File: src/logic/adc_ctrl_defs.svh
// Register offsets, field positions and reset values of the converter control block
`ifndef ADC_CTRL_DEFS_SVH
`define ADC_CTRL_DEFS_SVH

// Register offsets
`define ADC_ADDR_CTRL0      4'h0
`define ADC_ADDR_CTRL1      4'h1
`define ADC_ADDR_RES_HI     4'h2
`define ADC_ADDR_RES_LO     4'h3
`define ADC_ADDR_STATUS     4'h4
`define ADC_ADDR_MASK       4'h5
`define ADC_ADDR_INTCTL     4'h6

// Field positions
`define ADC_ON_BIT          0
`define ADC_GO_BIT          1
`define ADC_CHAN_LSB        2
`define ADC_CLKSEL_LSB      4
`define ADC_JUSTIFY_BIT     7
`define ADC_ST_DONE_BIT     0
`define ADC_ST_REFUSED_BIT  1
`define ADC_PERIPHERAL_IRQ_ENABLE_BIT        6
`define ADC_GIE_BIT         7

// Field codes
`define ADC_CLKSEL_RC       3'h7

// Reset values
`define ADC_RST_CTRL0       8'h00
`define ADC_RST_CTRL1       8'h00
`define ADC_RST_STATUS      2'h0
`define ADC_RST_MASK        2'h0
`define ADC_RST_INTCTL      2'h0

`endif

File: src/logic/adc_ctrl_pkg.sv
// Types shared by the converter control block
package adc_ctrl_pkg;

   typedef struct packed {
      logic [7:0] hi;
      logic [7:0] lo;
   } result_t;

   typedef struct packed {
      logic       on;
      logic [2:0] chan;
      logic [2:0] clksel;
      logic       justify;
   } conv_cfg_t;

   typedef enum logic [1:0] {
      CONV_IDLE = 2'b00,
      CONV_BUSY = 2'b01
   } conv_state_t;

   typedef enum logic [1:0] {
      WK_AWAKE  = 2'b00,
      WK_ASLEEP = 2'b01,
      WK_NEXT   = 2'b10
   } wake_state_t;

endpackage

File: src/logic/adc_conv_ctrl.sv
// Converter control: start and done, result layout, done flag, wake and vectoring
//
// Behaviour
// Done flag sets after every conversion
// Only software clears the done flag
// Interrupt request needs done flag and enable; IRQ_O also rises on refused flag and its mask bit
// Converter interrupt wakes device from sleep
// After wake run next instruction first
// Global enable clear: wake, continue in-line
// All three enables set: vector to handler
// Converts asleep only with RC clock
// Result is left or right justified
// Justify select picks stored result layout
// Go flag starts conversion while converter on
// Device clears go flag on completion
// Software configures and waits before go
// Fixed bit placement for both layouts
// Result, flag, go clear in one cycle
`timescale 1ns/1ps
`include "adc_ctrl_defs.svh"
module adc_conv_ctrl #(
   parameter int RESULT_W = 10
) (
   // Clock and reset
   input  wire logic        CLK_I,
   input  wire logic        RST_N_I,
   // Register port
   input  wire logic [3:0]  ADDR_I,
   input  wire logic [7:0]  WDATA_I,
   input  wire logic        WR_I,
   input  wire logic        RD_I,
   output logic      [7:0]  RDATA_O,
   // Core sleep and interrupt
   input  wire logic        SLEEP_REQ_I,
   output logic             ASLEEP_O,
   output logic             WAKE_O,
   output logic             EXEC_NEXT_O,
   output logic             VECTOR_O,
   output logic             IRQ_O,
   // Sample and convert circuit
   output logic             CONV_START_O,
   output logic             CONV_RUN_O,
   output logic      [2:0]  CONV_CHANNEL_O,
   output logic      [2:0]  CONV_CLK_SEL_O,
   input  wire logic        CONV_DONE_I,
   input  wire logic [9:0]  CONV_DATA_I
);

   ////////////////////////////////////////////////////////////////////////////
   // Declarations

   logic [7:0]                ctrl0_q;
   logic [7:0]                ctrl0_d;
   logic [7:0]                ctrl1_q;
   logic [1:0]                status_q;
   logic [1:0]                status_d;
   logic [1:0]                mask_q;
   logic [1:0]                intctl_q;
   logic [7:0]                rdata_d;
   logic                      done_s;
   logic                      done_prev_q;
   logic [9:0]                data_s;
   adc_ctrl_pkg::conv_cfg_t   cfg;
   adc_ctrl_pkg::conv_state_t conv_q;
   adc_ctrl_pkg::conv_state_t conv_d;
   adc_ctrl_pkg::wake_state_t wake_q;
   adc_ctrl_pkg::wake_state_t wake_d;
   adc_ctrl_pkg::result_t     result;
   logic                      wr_ctrl0;
   logic                      wr_ctrl1;
   logic                      wr_status;
   logic                      wr_mask;
   logic                      wr_intctl;
   logic                      go_write;
   logic                      go_accept;
   logic                      go_refuse;
   logic                      done_rise;
   logic                      conv_done;
   logic                      conv_off;
   logic                      run_ok;
   logic                      start;
   logic                      adc_irq;
   logic                      wake_cond;
   logic                      vector_cond;
   logic [1:0]                st_set;
   logic [1:0]                st_clr;

   initial
   begin
      if (RESULT_W != 10) $error("adc_conv_ctrl: only a 10-bit result is served");
   end

   ////////////////////////////////////////////////////////////////////////////
   // Synchronisers for the converter side

   sync2 #(
      .W (1)
   ) u_done_sync (
      .clk_i   (CLK_I),
      .rst_n_i (RST_N_I),
      .d_i     (CONV_DONE_I),
      .q_o     (done_s)
   );

   // Data must be stable before done rises; both pass the same two stages
   sync2 #(
      .W (10)
   ) u_data_sync (
      .clk_i   (CLK_I),
      .rst_n_i (RST_N_I),
      .d_i     (CONV_DATA_I),
      .q_o     (data_s)
   );

   ////////////////////////////////////////////////////////////////////////////
   // Register decode

   assign wr_ctrl0  = WR_I && (ADDR_I == `ADC_ADDR_CTRL0);
   assign wr_ctrl1  = WR_I && (ADDR_I == `ADC_ADDR_CTRL1);
   assign wr_status = WR_I && (ADDR_I == `ADC_ADDR_STATUS);
   assign wr_mask   = WR_I && (ADDR_I == `ADC_ADDR_MASK);
   assign wr_intctl = WR_I && (ADDR_I == `ADC_ADDR_INTCTL);

   assign cfg.on      = ctrl0_q[`ADC_ON_BIT];
   assign cfg.chan    = ctrl0_q[`ADC_CHAN_LSB +: 3];
   assign cfg.clksel  = ctrl1_q[`ADC_CLKSEL_LSB +: 3];
   assign cfg.justify = ctrl1_q[`ADC_JUSTIFY_BIT];

   // Go only sticks when the converter is switched on in the same write
   assign go_write  = wr_ctrl0 && WDATA_I[`ADC_GO_BIT];
   assign go_accept = go_write && WDATA_I[`ADC_ON_BIT];
   assign go_refuse = go_write && !WDATA_I[`ADC_ON_BIT];

   ////////////////////////////////////////////////////////////////////////////
   // Conversion sequencing

   assign run_ok    = !ASLEEP_O || (cfg.clksel == `ADC_CLKSEL_RC);
   assign done_rise = done_s && !done_prev_q;
   assign conv_done = (conv_q == adc_ctrl_pkg::CONV_BUSY) && done_rise && cfg.on;
   assign conv_off  = (conv_q == adc_ctrl_pkg::CONV_BUSY) && !cfg.on;
   assign start     = (conv_q == adc_ctrl_pkg::CONV_IDLE) && ctrl0_q[`ADC_GO_BIT]
                      && cfg.on && run_ok;

   always_comb
   begin
      conv_d = conv_q;
      case (conv_q)
         adc_ctrl_pkg::CONV_IDLE:
            if (start)
               conv_d = adc_ctrl_pkg::CONV_BUSY;
         adc_ctrl_pkg::CONV_BUSY:
            if (conv_done || conv_off)
               conv_d = adc_ctrl_pkg::CONV_IDLE;
         default:
            conv_d = adc_ctrl_pkg::CONV_IDLE;
      endcase
   end

   // Writing go as zero never clears go; only completion or switching off does
   always_comb
   begin
      ctrl0_d = ctrl0_q;
      if (wr_ctrl0)
      begin
         ctrl0_d = WDATA_I;
         ctrl0_d[`ADC_GO_BIT] = ctrl0_q[`ADC_GO_BIT] || go_accept;
      end
      if (conv_done || conv_off || (wr_ctrl0 && !WDATA_I[`ADC_ON_BIT]))
         ctrl0_d[`ADC_GO_BIT] = 1'b0;
   end

   always_ff @(posedge CLK_I)
   begin
      if (!RST_N_I)
      begin
         conv_q      <= adc_ctrl_pkg::CONV_IDLE;
         ctrl0_q     <= `ADC_RST_CTRL0;
         done_prev_q <= 1'b0;
      end
      else
      begin
         conv_q      <= conv_d;
         ctrl0_q     <= ctrl0_d;
         done_prev_q <= done_s;
      end
   end

   always_ff @(posedge CLK_I)
   begin
      if (!RST_N_I)
         ctrl1_q <= `ADC_RST_CTRL1;
      else if (wr_ctrl1)
         ctrl1_q <= WDATA_I;
   end

   result_format u_result (
      .clk_i     (CLK_I),
      .rst_n_i   (RST_N_I),
      .load_i    (conv_done),
      .justify_i (cfg.justify),
      .data_i    (data_s),
      .result_o  (result)
   );

   ////////////////////////////////////////////////////////////////////////////
   // Status, mask and interrupt controls

   // A set in the clearing cycle wins, so no completion is lost
   assign st_set = {go_refuse, conv_done};
   assign st_clr = wr_status ? WDATA_I[1:0] : 2'h0;
   assign status_d = (status_q & ~st_clr) | st_set;

   always_ff @(posedge CLK_I)
   begin
      if (!RST_N_I)
      begin
         status_q <= `ADC_RST_STATUS;
         mask_q   <= `ADC_RST_MASK;
         intctl_q <= `ADC_RST_INTCTL;
      end
      else
      begin
         status_q <= status_d;
         if (wr_mask)
            mask_q <= WDATA_I[1:0];
         if (wr_intctl)
            intctl_q <= {WDATA_I[`ADC_GIE_BIT], WDATA_I[`ADC_PERIPHERAL_IRQ_ENABLE_BIT]};
      end
   end

   assign adc_irq = status_q[`ADC_ST_DONE_BIT] && mask_q[`ADC_ST_DONE_BIT];
   assign IRQ_O   = |(status_q & mask_q);

   ////////////////////////////////////////////////////////////////////////////
   // Sleep, wake and vectoring

   assign wake_cond   = adc_irq && intctl_q[0];
   assign vector_cond = wake_cond && intctl_q[1];

   always_comb
   begin
      wake_d = wake_q;
      case (wake_q)
         adc_ctrl_pkg::WK_AWAKE:
            if (SLEEP_REQ_I)
               wake_d = adc_ctrl_pkg::WK_ASLEEP;
         adc_ctrl_pkg::WK_ASLEEP:
            if (wake_cond)
               wake_d = adc_ctrl_pkg::WK_NEXT;
         adc_ctrl_pkg::WK_NEXT:
            wake_d = adc_ctrl_pkg::WK_AWAKE;
         default:
            wake_d = adc_ctrl_pkg::WK_AWAKE;
      endcase
   end

   always_ff @(posedge CLK_I)
   begin
      if (!RST_N_I)
         wake_q <= adc_ctrl_pkg::WK_AWAKE;
      else
         wake_q <= wake_d;
   end

   assign ASLEEP_O    = (wake_q == adc_ctrl_pkg::WK_ASLEEP);
   assign WAKE_O      = ASLEEP_O && wake_cond;
   assign EXEC_NEXT_O = (wake_q == adc_ctrl_pkg::WK_NEXT);
   // Vectoring waits until the instruction after sleep has been issued
   assign VECTOR_O    = (wake_q == adc_ctrl_pkg::WK_AWAKE) && vector_cond;

   ////////////////////////////////////////////////////////////////////////////
   // Converter outputs

   assign CONV_START_O   = start;
   assign CONV_RUN_O     = (conv_q == adc_ctrl_pkg::CONV_BUSY) && cfg.on && run_ok;
   assign CONV_CHANNEL_O = cfg.chan;
   assign CONV_CLK_SEL_O = cfg.clksel;

   ////////////////////////////////////////////////////////////////////////////
   // Read port

   always_comb
   begin
      case (ADDR_I)
         `ADC_ADDR_CTRL0:  rdata_d = ctrl0_q;
         `ADC_ADDR_CTRL1:  rdata_d = ctrl1_q;
         `ADC_ADDR_RES_HI: rdata_d = result.hi;
         `ADC_ADDR_RES_LO: rdata_d = result.lo;
         `ADC_ADDR_STATUS: rdata_d = {6'h00, status_q};
         `ADC_ADDR_MASK:   rdata_d = {6'h00, mask_q};
         `ADC_ADDR_INTCTL: rdata_d = {intctl_q[1], intctl_q[0], 6'h00};
         default:          rdata_d = 8'h00;
      endcase
   end

   // Unmapped reads answer zero; data stands only in the cycle after the read
   always_ff @(posedge CLK_I)
   begin
      if (!RST_N_I)
         RDATA_O <= 8'h00;
      else if (RD_I)
         RDATA_O <= rdata_d;
      else
         RDATA_O <= 8'h00;
   end
endmodule

File: src/logic/result_format.sv
// Result byte store with left or right justification
`timescale 1ns/1ps
module result_format (
   // Clock and reset
   input  wire logic                     clk_i,
   input  wire logic                     rst_n_i,
   // Load
   input  wire logic                     load_i,
   input  wire logic                     justify_i,
   input  wire logic [9:0]               data_i,
   // Result
   output adc_ctrl_pkg::result_t         result_o
);

   adc_ctrl_pkg::result_t left_w;
   adc_ctrl_pkg::result_t right_w;

   assign left_w.hi  = data_i[9:2];
   assign left_w.lo  = {data_i[1:0], 6'h00};
   assign right_w.hi = {6'h00, data_i[9:8]};
   assign right_w.lo = data_i[7:0];

   always_ff @(posedge clk_i)
   begin
      if (!rst_n_i)
         result_o <= '0;
      else if (load_i)
         result_o <= justify_i ? left_w : right_w;
   end

endmodule

File: src/logic/sync2.sv
// Two flip-flop synchroniser for inputs from outside the clock domain
`timescale 1ns/1ps
module sync2 #(
   parameter int W = 1
) (
   // Clock and reset
   input  wire logic         clk_i,
   input  wire logic         rst_n_i,
   // Data
   input  wire logic [W-1:0] d_i,
   output logic      [W-1:0] q_o
);

   logic [W-1:0] meta_q;

   initial
   begin
      if (W < 1) $error("sync2: width must be at least one");
   end

   always_ff @(posedge clk_i)
   begin
      if (!rst_n_i)
      begin
         meta_q <= '0;
         q_o    <= '0;
      end
      else
      begin
         meta_q <= d_i;
         q_o    <= meta_q;
      end
   end

endmodule

File: config.mk
export PLATFORM = sky130hd
export DESIGN_NAME = adc_conv_ctrl
export DESIGN_NICKNAME = d
export VERILOG_FILES = /design/src/logic/adc_ctrl_pkg.sv /design/src/logic/adc_conv_ctrl.sv /design/src/logic/result_format.sv /design/src/logic/sync2.sv
export VERILOG_INCLUDE_DIRS = /design/src /design/src/logic
export SDC_FILE = /design/constraint.sdc
export NUM_CORES = 1
export LEC_CHECK = 0
export BUFFER_PORTS_ARGS = -buffer_cell sky130_fd_sc_hd__buf_2
export CAP_MARGIN = 20
export CORE_MARGIN = 1
export CORE_UTILIZATION = 60
export CTS_BUF_LIST = sky130_fd_sc_hd__clkbuf_4 sky130_fd_sc_hd__clkbuf_8
export DETAILED_ROUTE_END_ITERATION = 10
export PLACE_DENSITY_LB_ADDON = 0.2
export SETUP_SLACK_MARGIN = 0.3
export SKIP_LAST_GASP = 1
export SYNTH_ARGS = -nofsm -noshare
export SYNTH_HDL_FRONTEND = slang
export SYNTH_HIERARCHICAL = 1
export SYNTH_SLANG_ARGS = --single-unit
export TNS_END_PERCENT = 50
File: constraint.sdc
create_clock -name CLK_I -period 3.35 [get_ports CLK_I]
set_clock_uncertainty 0.15 [all_clocks]
set_input_delay 0.335 -clock CLK_I [delete_from_list [all_inputs] [get_ports CLK_I]]
set_output_delay 0.335 -clock CLK_I [all_outputs]
set_load 0.02 [all_outputs]
# Word level (Yosys, flattened, before mapping)

Index checks and enable logic that the tools add are counted.
Widths: inputs -> output; s select.

Equal/unequal tests: 14
Multiplexer cells: 9
Bitwise gates (word level): 5
Reduce and logical (&&, ||, !) cells: 39

Operators by type and width:

| cell               | count |
|---|---|
| $pmux 8 s7         | 1 |
| $logic_and 1x1->1  | 23 |
| $mux 16            | 1 |
| $eq 4x3->1 const B | 3 |
| $mux 2             | 5 |
| $eq 4x2->1 const B | 2 |
| $pmux 2 s2         | 2 |
| $reduce_and 2->1   | 3 |
| $and 2x2->2        | 2 |
| $eq 2x1->1 const B | 2 |
| $eq 4x1->1 const B | 1 |
| $logic_not 1->1    | 4 |
| $logic_not 2->1    | 2 |
| $logic_not 4->1    | 1 |
| $logic_or 1x1->1   | 4 |
| $ne 2x1->1 const B | 2 |
| $ne 2x2->1 const B | 2 |
| $reduce_or 2->1    | 2 |
| $eq 3x3->1 const B | 1 |
| $eq 2x2->1 const B | 1 |
| $not 2->2          | 1 |
| $or 2x2->2         | 1 |
| $not 1->1          | 1 |

Bits in registers: 73
Input bits: 28
Output and inout bits: 21
Word-level logic and storage cells: 83

# Depth between registers and ports, before layout

Gate-level depths: netlist (run 1).

Depth after elaboration: 7
Gate-level depth with buffers: 6
Mapped depth without buffers: 4

# By module

The synthesis (run 1) kept the hierarchy.

By module, submodules not included:

| module               | instances | cells an instance | area each (µm²) |
|---|---|---|---|
| adc_conv_ctrl        | 1         | 199               | 1,762.9 |
| result_format        | 1         | 69                | 670.6 |
| sync2 at u_data_sync | 1         | 42                | 561.8 |
| sync2 at u_done_sync | 1         | 4                 | 52.6 |

# Worst setup path before layout (run 1)

Ideal clock, no wire load.

Path kind: register -> output
Start: reg status_q[0]
End: out VECTOR_O
Data arrival time: 1.259 ns
Data required time: 2.865 ns
Slack: 1.606 ns
Stages on the path, launching flop included: 3
Path buffers: 0
Cells stage by stage: dfxtp_1 -> nand3_1 -> nor4b_1

Word-level cells in the longest chain between the ends: 4

Ends and longest elaborated chain:

| item                   | line                 | RTL |
|---|---|---|
| from (decl)            | adc_conv_ctrl.sv:55  | `logic [1:0] status_q;` |
| from (signal assigned) | adc_conv_ctrl.sv:217 | `` status_q <= `ADC_RST_STATUS; `` |
| from (signal assigned) | adc_conv_ctrl.sv:223 | `status_q <= status_d;` |
| $logic_and 1x1->1      | adc_conv_ctrl.sv:231 | `` assign adc_irq = status_q[`ADC_ST_DONE_BIT] && mask_q[`ADC_ST_DONE_BIT]; `` |
| $logic_and 1x1->1      | adc_conv_ctrl.sv:237 | `assign wake_cond = adc_irq && intctl_q[0];` |
| $logic_and 1x1->1      | adc_conv_ctrl.sv:238 | `assign vector_cond = wake_cond && intctl_q[1];` |
| $logic_and 1x1->1      | adc_conv_ctrl.sv:269 | `assign VECTOR_O = (wake_q == adc_ctrl_pkg::WK_AWAKE) && vector_cond;` |
| to (decl)              | adc_conv_ctrl.sv:38  | `output logic VECTOR_O,` |

No other way between the ends.

# Worst setup path after layout (run 1)

Same ends and word-level chain as after synthesis.

==> flow_summary.toml, run 1 <==
[timing]
fin_setup_tns_ps = 0
setup_viol = 0
hold_viol = 0
worst_pin_slew_ps = 743
clock.fmax_mhz = 512
slew_viol_final = 0
slew_headroom_pct = 50.4
worst_slack_ps = 1400
period_share_pct = 58.3
period_minus_slack_ps = 1950
rsz0062_at_grt = "no"
hold_slack_ps = 32.4

[yosys]
synthesis.area_um2 = 3050
synth_cell_types = 42
synth-main-ff-cell = "dfxtp_1"
async_reset_ff_share_pct = 0
seq_area_frac_synth_pct = 47.3
syn-instance-count = 314
syn_nets = 342
syn_avg_cell_area_um2 = 9.71
ys_seq_elements = 72
synth_edf_count = 0
ys.warnings.count = 6

[detailed_routing]
wl_per_cell_um = 15.0
remaining_drc_errors = 0
routed_via_density = 5.67
antenna_left = 0
firstDrtPassIters = 4
wirelength_um = 6270
drt_iter0_markers = 215
via_count = 2372

[die]
die_x_um = 73.3
die_area_um2 = 5370
die_height_um = 73.3
io_pins = 49
core_area_um2 = 4820
num_rows = 25
start_util_pct = 63.3

[worst_setup_path]
worstPathRequired_ps = 2860
cp_slowest_cell = "dfxtp_1"
start_kind = "flop"
worstSetupPathType = "reg2out"
cp_cell_sequence = "nand3_1, nor4b_1, buf_2"
crit_path_max_incr_delay_ps = 390
arrival_ps = 1470
crit_path_end_kind = "output pin"
crit_path_max_fanout = 4

[global_routing]
grtUsageTotal_pct = 25.6
antenna_found_initial = 0
grt_overflow = 0
grt_pass1_vias = 1992
grt_pass1_wl_um = 9920
grt_start_max_net_pins = 39

[placement]
port_buffers = 48
place.gp.congestion = 0.808
place_ws_ps = 1470
hpwl_um = 4240

[cells_and_area]
multi_input_area_um2 = 1390
layout_common_cells = "dfxtp_1, buf_2, nand3_1"
antenna-diode-count = 0
seqCellArea_um2 = 1440
fin_nets = 374
drive_above_1_share_pct = 24.8
area_growth_pct = 10.5
fillers = 411
final_common_cell = "dfxtp_1"
fin_util_pct = 69.9

[clocking]
clock_latency_ps = 350
cts_max_level = 3
post_cts_buffers = 0
ctsHoldBuffers = 0
post_cts_resized = 0
cts_made_buffers = 9
path_clk_slew_ps = 80
cts_buffer_depth = 2
cts_tree = "done"
clockRootBuffer = "clkbuf_8"
clock_sinks = 72

[flow_run]
drv_cap = 0

[power]
ir_drop_mv = 0.352
p_per_area_nw_per_um2 = 475
leakagePower_nw = 1.26
power.total_mw = 1.60

[run_status]
outcome = "finished, final reports clean"

[hold_path]
hold_class = "in2reg"
## layout make-up
| cell class | instances | area share (%) |
|---|---|---|
| Clock buffer | 9 | 3.68 |
| Clock inverter | 7 | 1.60 |
| Inverter | 5 | 0.557 |
| Multi-Input combinational cell | 208 | 41.3 |
| Sequential cell | 72 | 42.8 |
| Tap cell | 67 | 2.49 |
| Timing Repair Buffer | 50 | 7.58 |
## routing by layer
metal	track usage (%)	share of wire [%]
met1	37.2	48
met2	35.4	44
met3	5.08	6.3
met4	14.4	1.8
met5	0	0
## flip-flops by register name, indices dropped and copies added (netlist names)
signal	flops
RDATA_O	8
conv_q	1
ctrl0_q	8
ctrl1_q	8
done_prev_q	1
intctl_q	2
mask_q	2
status_q	2
u_data_sync/meta_q	10
u_data_sync/q_o	10
u_done_sync/meta_q	1
u_done_sync/q_o	1
u_result/result_o	16
wake_q	2
## cells in the mapped netlist (2+ instances only)
| master | count | area (um2) |
|---|---|---|
| mux4_2 | 4 | 90.1 |
| and3_1 | 2 | 12.5 |
| buf_2 | 10 | 50.1 |
| a21boi_1 | 12 | 90.1 |
| a211oi_1 | 3 | 22.5 |
| a31oi_1 | 3 | 18.8 |
| nor3_1 | 7 | 35.0 |
| dfxtp_1 | 72 | 1440 |
| nor2b_1 | 7 | 43.8 |
| o21a_1 | 2 | 15.0 |
| nand2b_1 | 16 | 100 |
| clkbuf_1 | 6 | 22.5 |
| o31a_1 | 2 | 17.5 |
| mux2i_1 | 10 | 100 |
| nor2_1 | 4 | 15.0 |
| nand3_1 | 28 | 140 |
| a21oi_1 | 27 | 135 |
| inv_1 | 5 | 18.8 |
| nand2_1 | 4 | 15.0 |
| buf_4 | 6 | 45.0 |
| o21ai_0 | 22 | 110 |
| buf_6 | 7 | 78.8 |
| and2_2 | 11 | 82.6 |
| and2_1 | 12 | 75.1 |
| or3b_1 | 2 | 17.5 |
| nand3b_1 | 14 | 105 |
## power by group
group,switching [mW],internal [mW],leakage (nW)
Clock,0.346,0.274,0.0827
Combinational,0.0591,0.0391,0.593
Sequential,0.00876,0.872,0.585
## stage by stage
step	instance area, um2	instances
3_3_place_gp	3190	402
6_report	3370	418
2_1_floorplan	3050	314
4_1_cts	3370	418
5_1_grt	3370	418
3_5_place_dp	3190	402
## path summary, 6_finish.rpt
| path | cells past startpoint | end | startpoint | slack [ps] |
|---|---|---|---|---|
| worst max-delay path | 3 | VECTOR_O | status_q[0]$_SDFF_PN0_ | 1400 |
| worst min-delay path | 2 | u_data_sync/meta_q[7]$_SDFF_PN0_ | CONV_DATA_I[7] | 30 |
| worst min register to register | 1 | u_data_sync/q_o[8]$_SDFF_PN0_ | u_data_sync/meta_q[8]$_SDFF_PN0_ | 280 |
| worst max register to register | 3 | RDATA_O[7]$_SDFF_PN0_ | ctrl1_q[7]$_SDFFE_PN0P_ | 1870 |
## cells by family (layout without fill, tap and decap cells)
family | count (synthesis) | in the layout | synth area share [%]
flip-flops | 72 | 72 | 47.3
multiplexers | 14 | 14 | 6.24
AND/OR/NAND/NOR | 117 | 117 | 24.2
AO/OA/AOI/OAI | 77 | 77 | 15.2
buffers and inverters | 34 | 71 | 7.06
## critical path: cells and delay by family, from the launching register on
kind / cells / cell delay, ps
flops: 1 / 390
simple gates: 2 / 520
buf+inv: 1 / 210
No activity file was read; power rests on OpenSTA's default activity.
==> inputs of run 2 (changes only) <==
ABC_AREA = 1   (was default)
CORE_UTILIZATION = 52   (was 60)
clock period = 1.7 ns   (was 3.35 ns; I/O delays follow)
==> run 2 against run 1 <==
Net effect: global-route usage decreased by 1.8 points; largest power group unchanged; core utilization fell by 1.3 points; sequential cell count stayed put; cell count up 30%.
==> flow_summary.toml, run 2 <==
[global_routing]
grt_pass1_wl_um = 11000
antenna_found_initial = 0
grtUsageTotal_pct = 23.8
grt_overflow = 0
grt_pass1_vias = 2402
grt_start_max_net_pins = 24

[clocking]
clock_latency_ps = 350
cts_tree = "done"
path_clk_slew_ps = 60
cts_made_buffers = 9
clock_sinks = 72
clockRootBuffer = "clkbuf_8"
cts_buffer_depth = 2
cts_max_level = 3

[power]
p_per_area_nw_per_um2 = 839
power.share.clock_pct = 36.9
p_seq_share_pct = 55.2
leakagePower_nw = 1.77
ir_drop_mv = 0.476
switching_share_pct = 23.0
power.internal_mw = 2.43
pwr-share-comb_pct = 7.8
power_switching_mw = 0.724

[yosys]
seq_area_frac_synth_pct = 48.9
netlist.top_cell.by_area = "dfxtp_1"
synthTopCellsByArea = "dfxtp_1, nand2_1, nand3_1"
synth_most_common_cell = "nand2_1"
synth_cell_types = 27
ys_seq_elements = 72
syn-instance-count = 390
yosysTopAreaCellShare_pct = 48.9
syn_avg_cell_area_um2 = 7.56
synth_edf_count = 0
synthesis.area_um2 = 2950
synth-main-ff-cell = "dfxtp_1"
syn_nets = 418
synth_common_cells = "nand2_1, dfxtp_1, nand3_1"
ys.warnings.count = 6
async_reset_ff_share_pct = 0

[timing]
slew_viol_final = 0
period_share_pct = 89.0
fin_setup_tns_ps = 0
setup_viol = 0
rsz0062_at_grt = "yes"
clock.fmax_mhz = 661
hold_viol = 0
worst_slack_ps = 187
worst_pin_slew_ps = 441
period_minus_slack_ps = 1510
slew_headroom_pct = 70.5

[die]
die_height_um = 77.3
die_area_um2 = 5980
die_x_um = 77.3
num_rows = 27
start_util_pct = 53.9
core_area_um2 = 5470
io_pins = 49

[cells_and_area]
top_register = "u_result/result_o"
fillers = 491
fin_nets = 498
top_regs = "u_result/result_o (16), u_data_sync/meta_q (10), u_data_sync/q_o (10)"
antenna-diode-count = 0
fin_util_pct = 68.7
largest_reg_flops = 16
layout_common_cells = "nand2_1, dfxtp_1, nand3_1"
drive_above_1_share_pct = 25.4
final_common_cell = "nand2_1"
area_growth_pct = 27.4

[run_status]
outcome = "finished, final reports clean"

[hold_path]
hold_class = "in2reg"

[placement]
port_buffers = 48
place_ws_ps = 146
place.gp.congestion = 0.888
hpwl_um = 4430

[worst_setup_path]
worstSetupPathType = "reg2out"
start_kind = "flop"
crit_path_max_fanout = 2
crit_path_end_kind = "output pin"
worstPathRequired_ps = 1380
arrival_ps = 1190

[detailed_routing]
routed_via_density = 5.02
firstDrtPassIters = 5
drt_iter0_markers = 118
remaining_drc_errors = 0
via_count = 2736
antenna_left = 0
wl_per_cell_um = 12.5
wirelength_um = 6820

[flow_run]
drv_cap = 0
-- run 2: area by class of cell --
type                    instances  area (um2)  share of cell area, %
flip-flops and latches         72        1460                   38.8
multi-input cells             239        1170                   31.2
repair buffers                 88         623                   16.6
inverters                      59         241                   6.43
clock buffers                  13         160                   4.26
well taps                      72        90.1                   2.40
repair inverters                1        8.76                  0.233
clock inverters                 1        5.00                  0.133
-- run 2: power groups by stage --
stage / sequential [mW] / clock, mW / combinational [mW]
after floorplan: 1.77 / 0 / 0.121
after global placement: 1.78 / 0 / 0.187
after detailed placement: 1.78 / 0 / 0.191
after CTS: 1.74 / 1.19 / 0.240
after global routing: 1.74 / 1.25 / 0.271
final: 1.74 / 1.16 / 0.247
-- run 2: final timing paths --
check,from,end,slack [ps],cells past startpoint
max,wake_q[0]$_SDFFE_PN0P_,VECTOR_O,190,3
min,RST_N_I,done_prev_q$_SDFF_PN0_,80,3
max reg2reg,conv_q[0]$_SDFFE_PN0P_,u_result/result_o[10]$_SDFFE_PN0P_,290,7
min reg2reg,u_data_sync/meta_q[8]$_SDFF_PN0_,u_data_sync/q_o[8]$_SDFF_PN0_,260,2
-- run 2: critical path: stages, from the launching register on --
cell and delay, ps:
dfxtp_2 320, buf_4 130, nor4_2 210, buf_4 190
-- run 2: cell families (layout without fill, tap and decap cells) --
logic type / count (synthesis) / in the layout / synth area share (%)
AND/OR/NAND/NOR: 189 / 189 / 28.9
buffers and inverters: 79 / 162 / 13.4
flip-flops: 72 / 72 / 48.9
AO/OA/AOI/OAI: 50 / 50 / 8.74
-- run 2: repair_timing --
action / in CTS / in global routing
hold buffers: 20 / 0
setup endpoints to repair: 22 / 23
hold endpoints to repair: 31 / 0
pin swaps: 6 / 7
cloned: 0 / 1
resized for setup: 22 / 14
buffers inserted: 7 / 6
-- run 2: through the flow --
stage / cell area [um2] / power (mW) / hold WS (ps) / std cells
global route: 3760 / 3.27 / 81.6 / 545
detailed placement: 3180 / 1.97 / 208 / 497
floorplan: 2950 / 1.89 / 113 / 390
global placement: 3180 / 1.97 / 200 / 497
finish: 3760 / 3.15 / 76.9 / 545
CTS: 3660 / 3.17 / 60.6 / 538
-- run 2: layer usage --
metal | track usage (%) | routed length [um] | vias up
li1 | - | - | 1386
met1 | 28.8 | 3000 | 1247
met2 | 39.5 | 3290 | 86
met3 | 3.93 | 328 | 17
met4 | 14.5 | 197 | 0
met5 | 0 | 0 | -
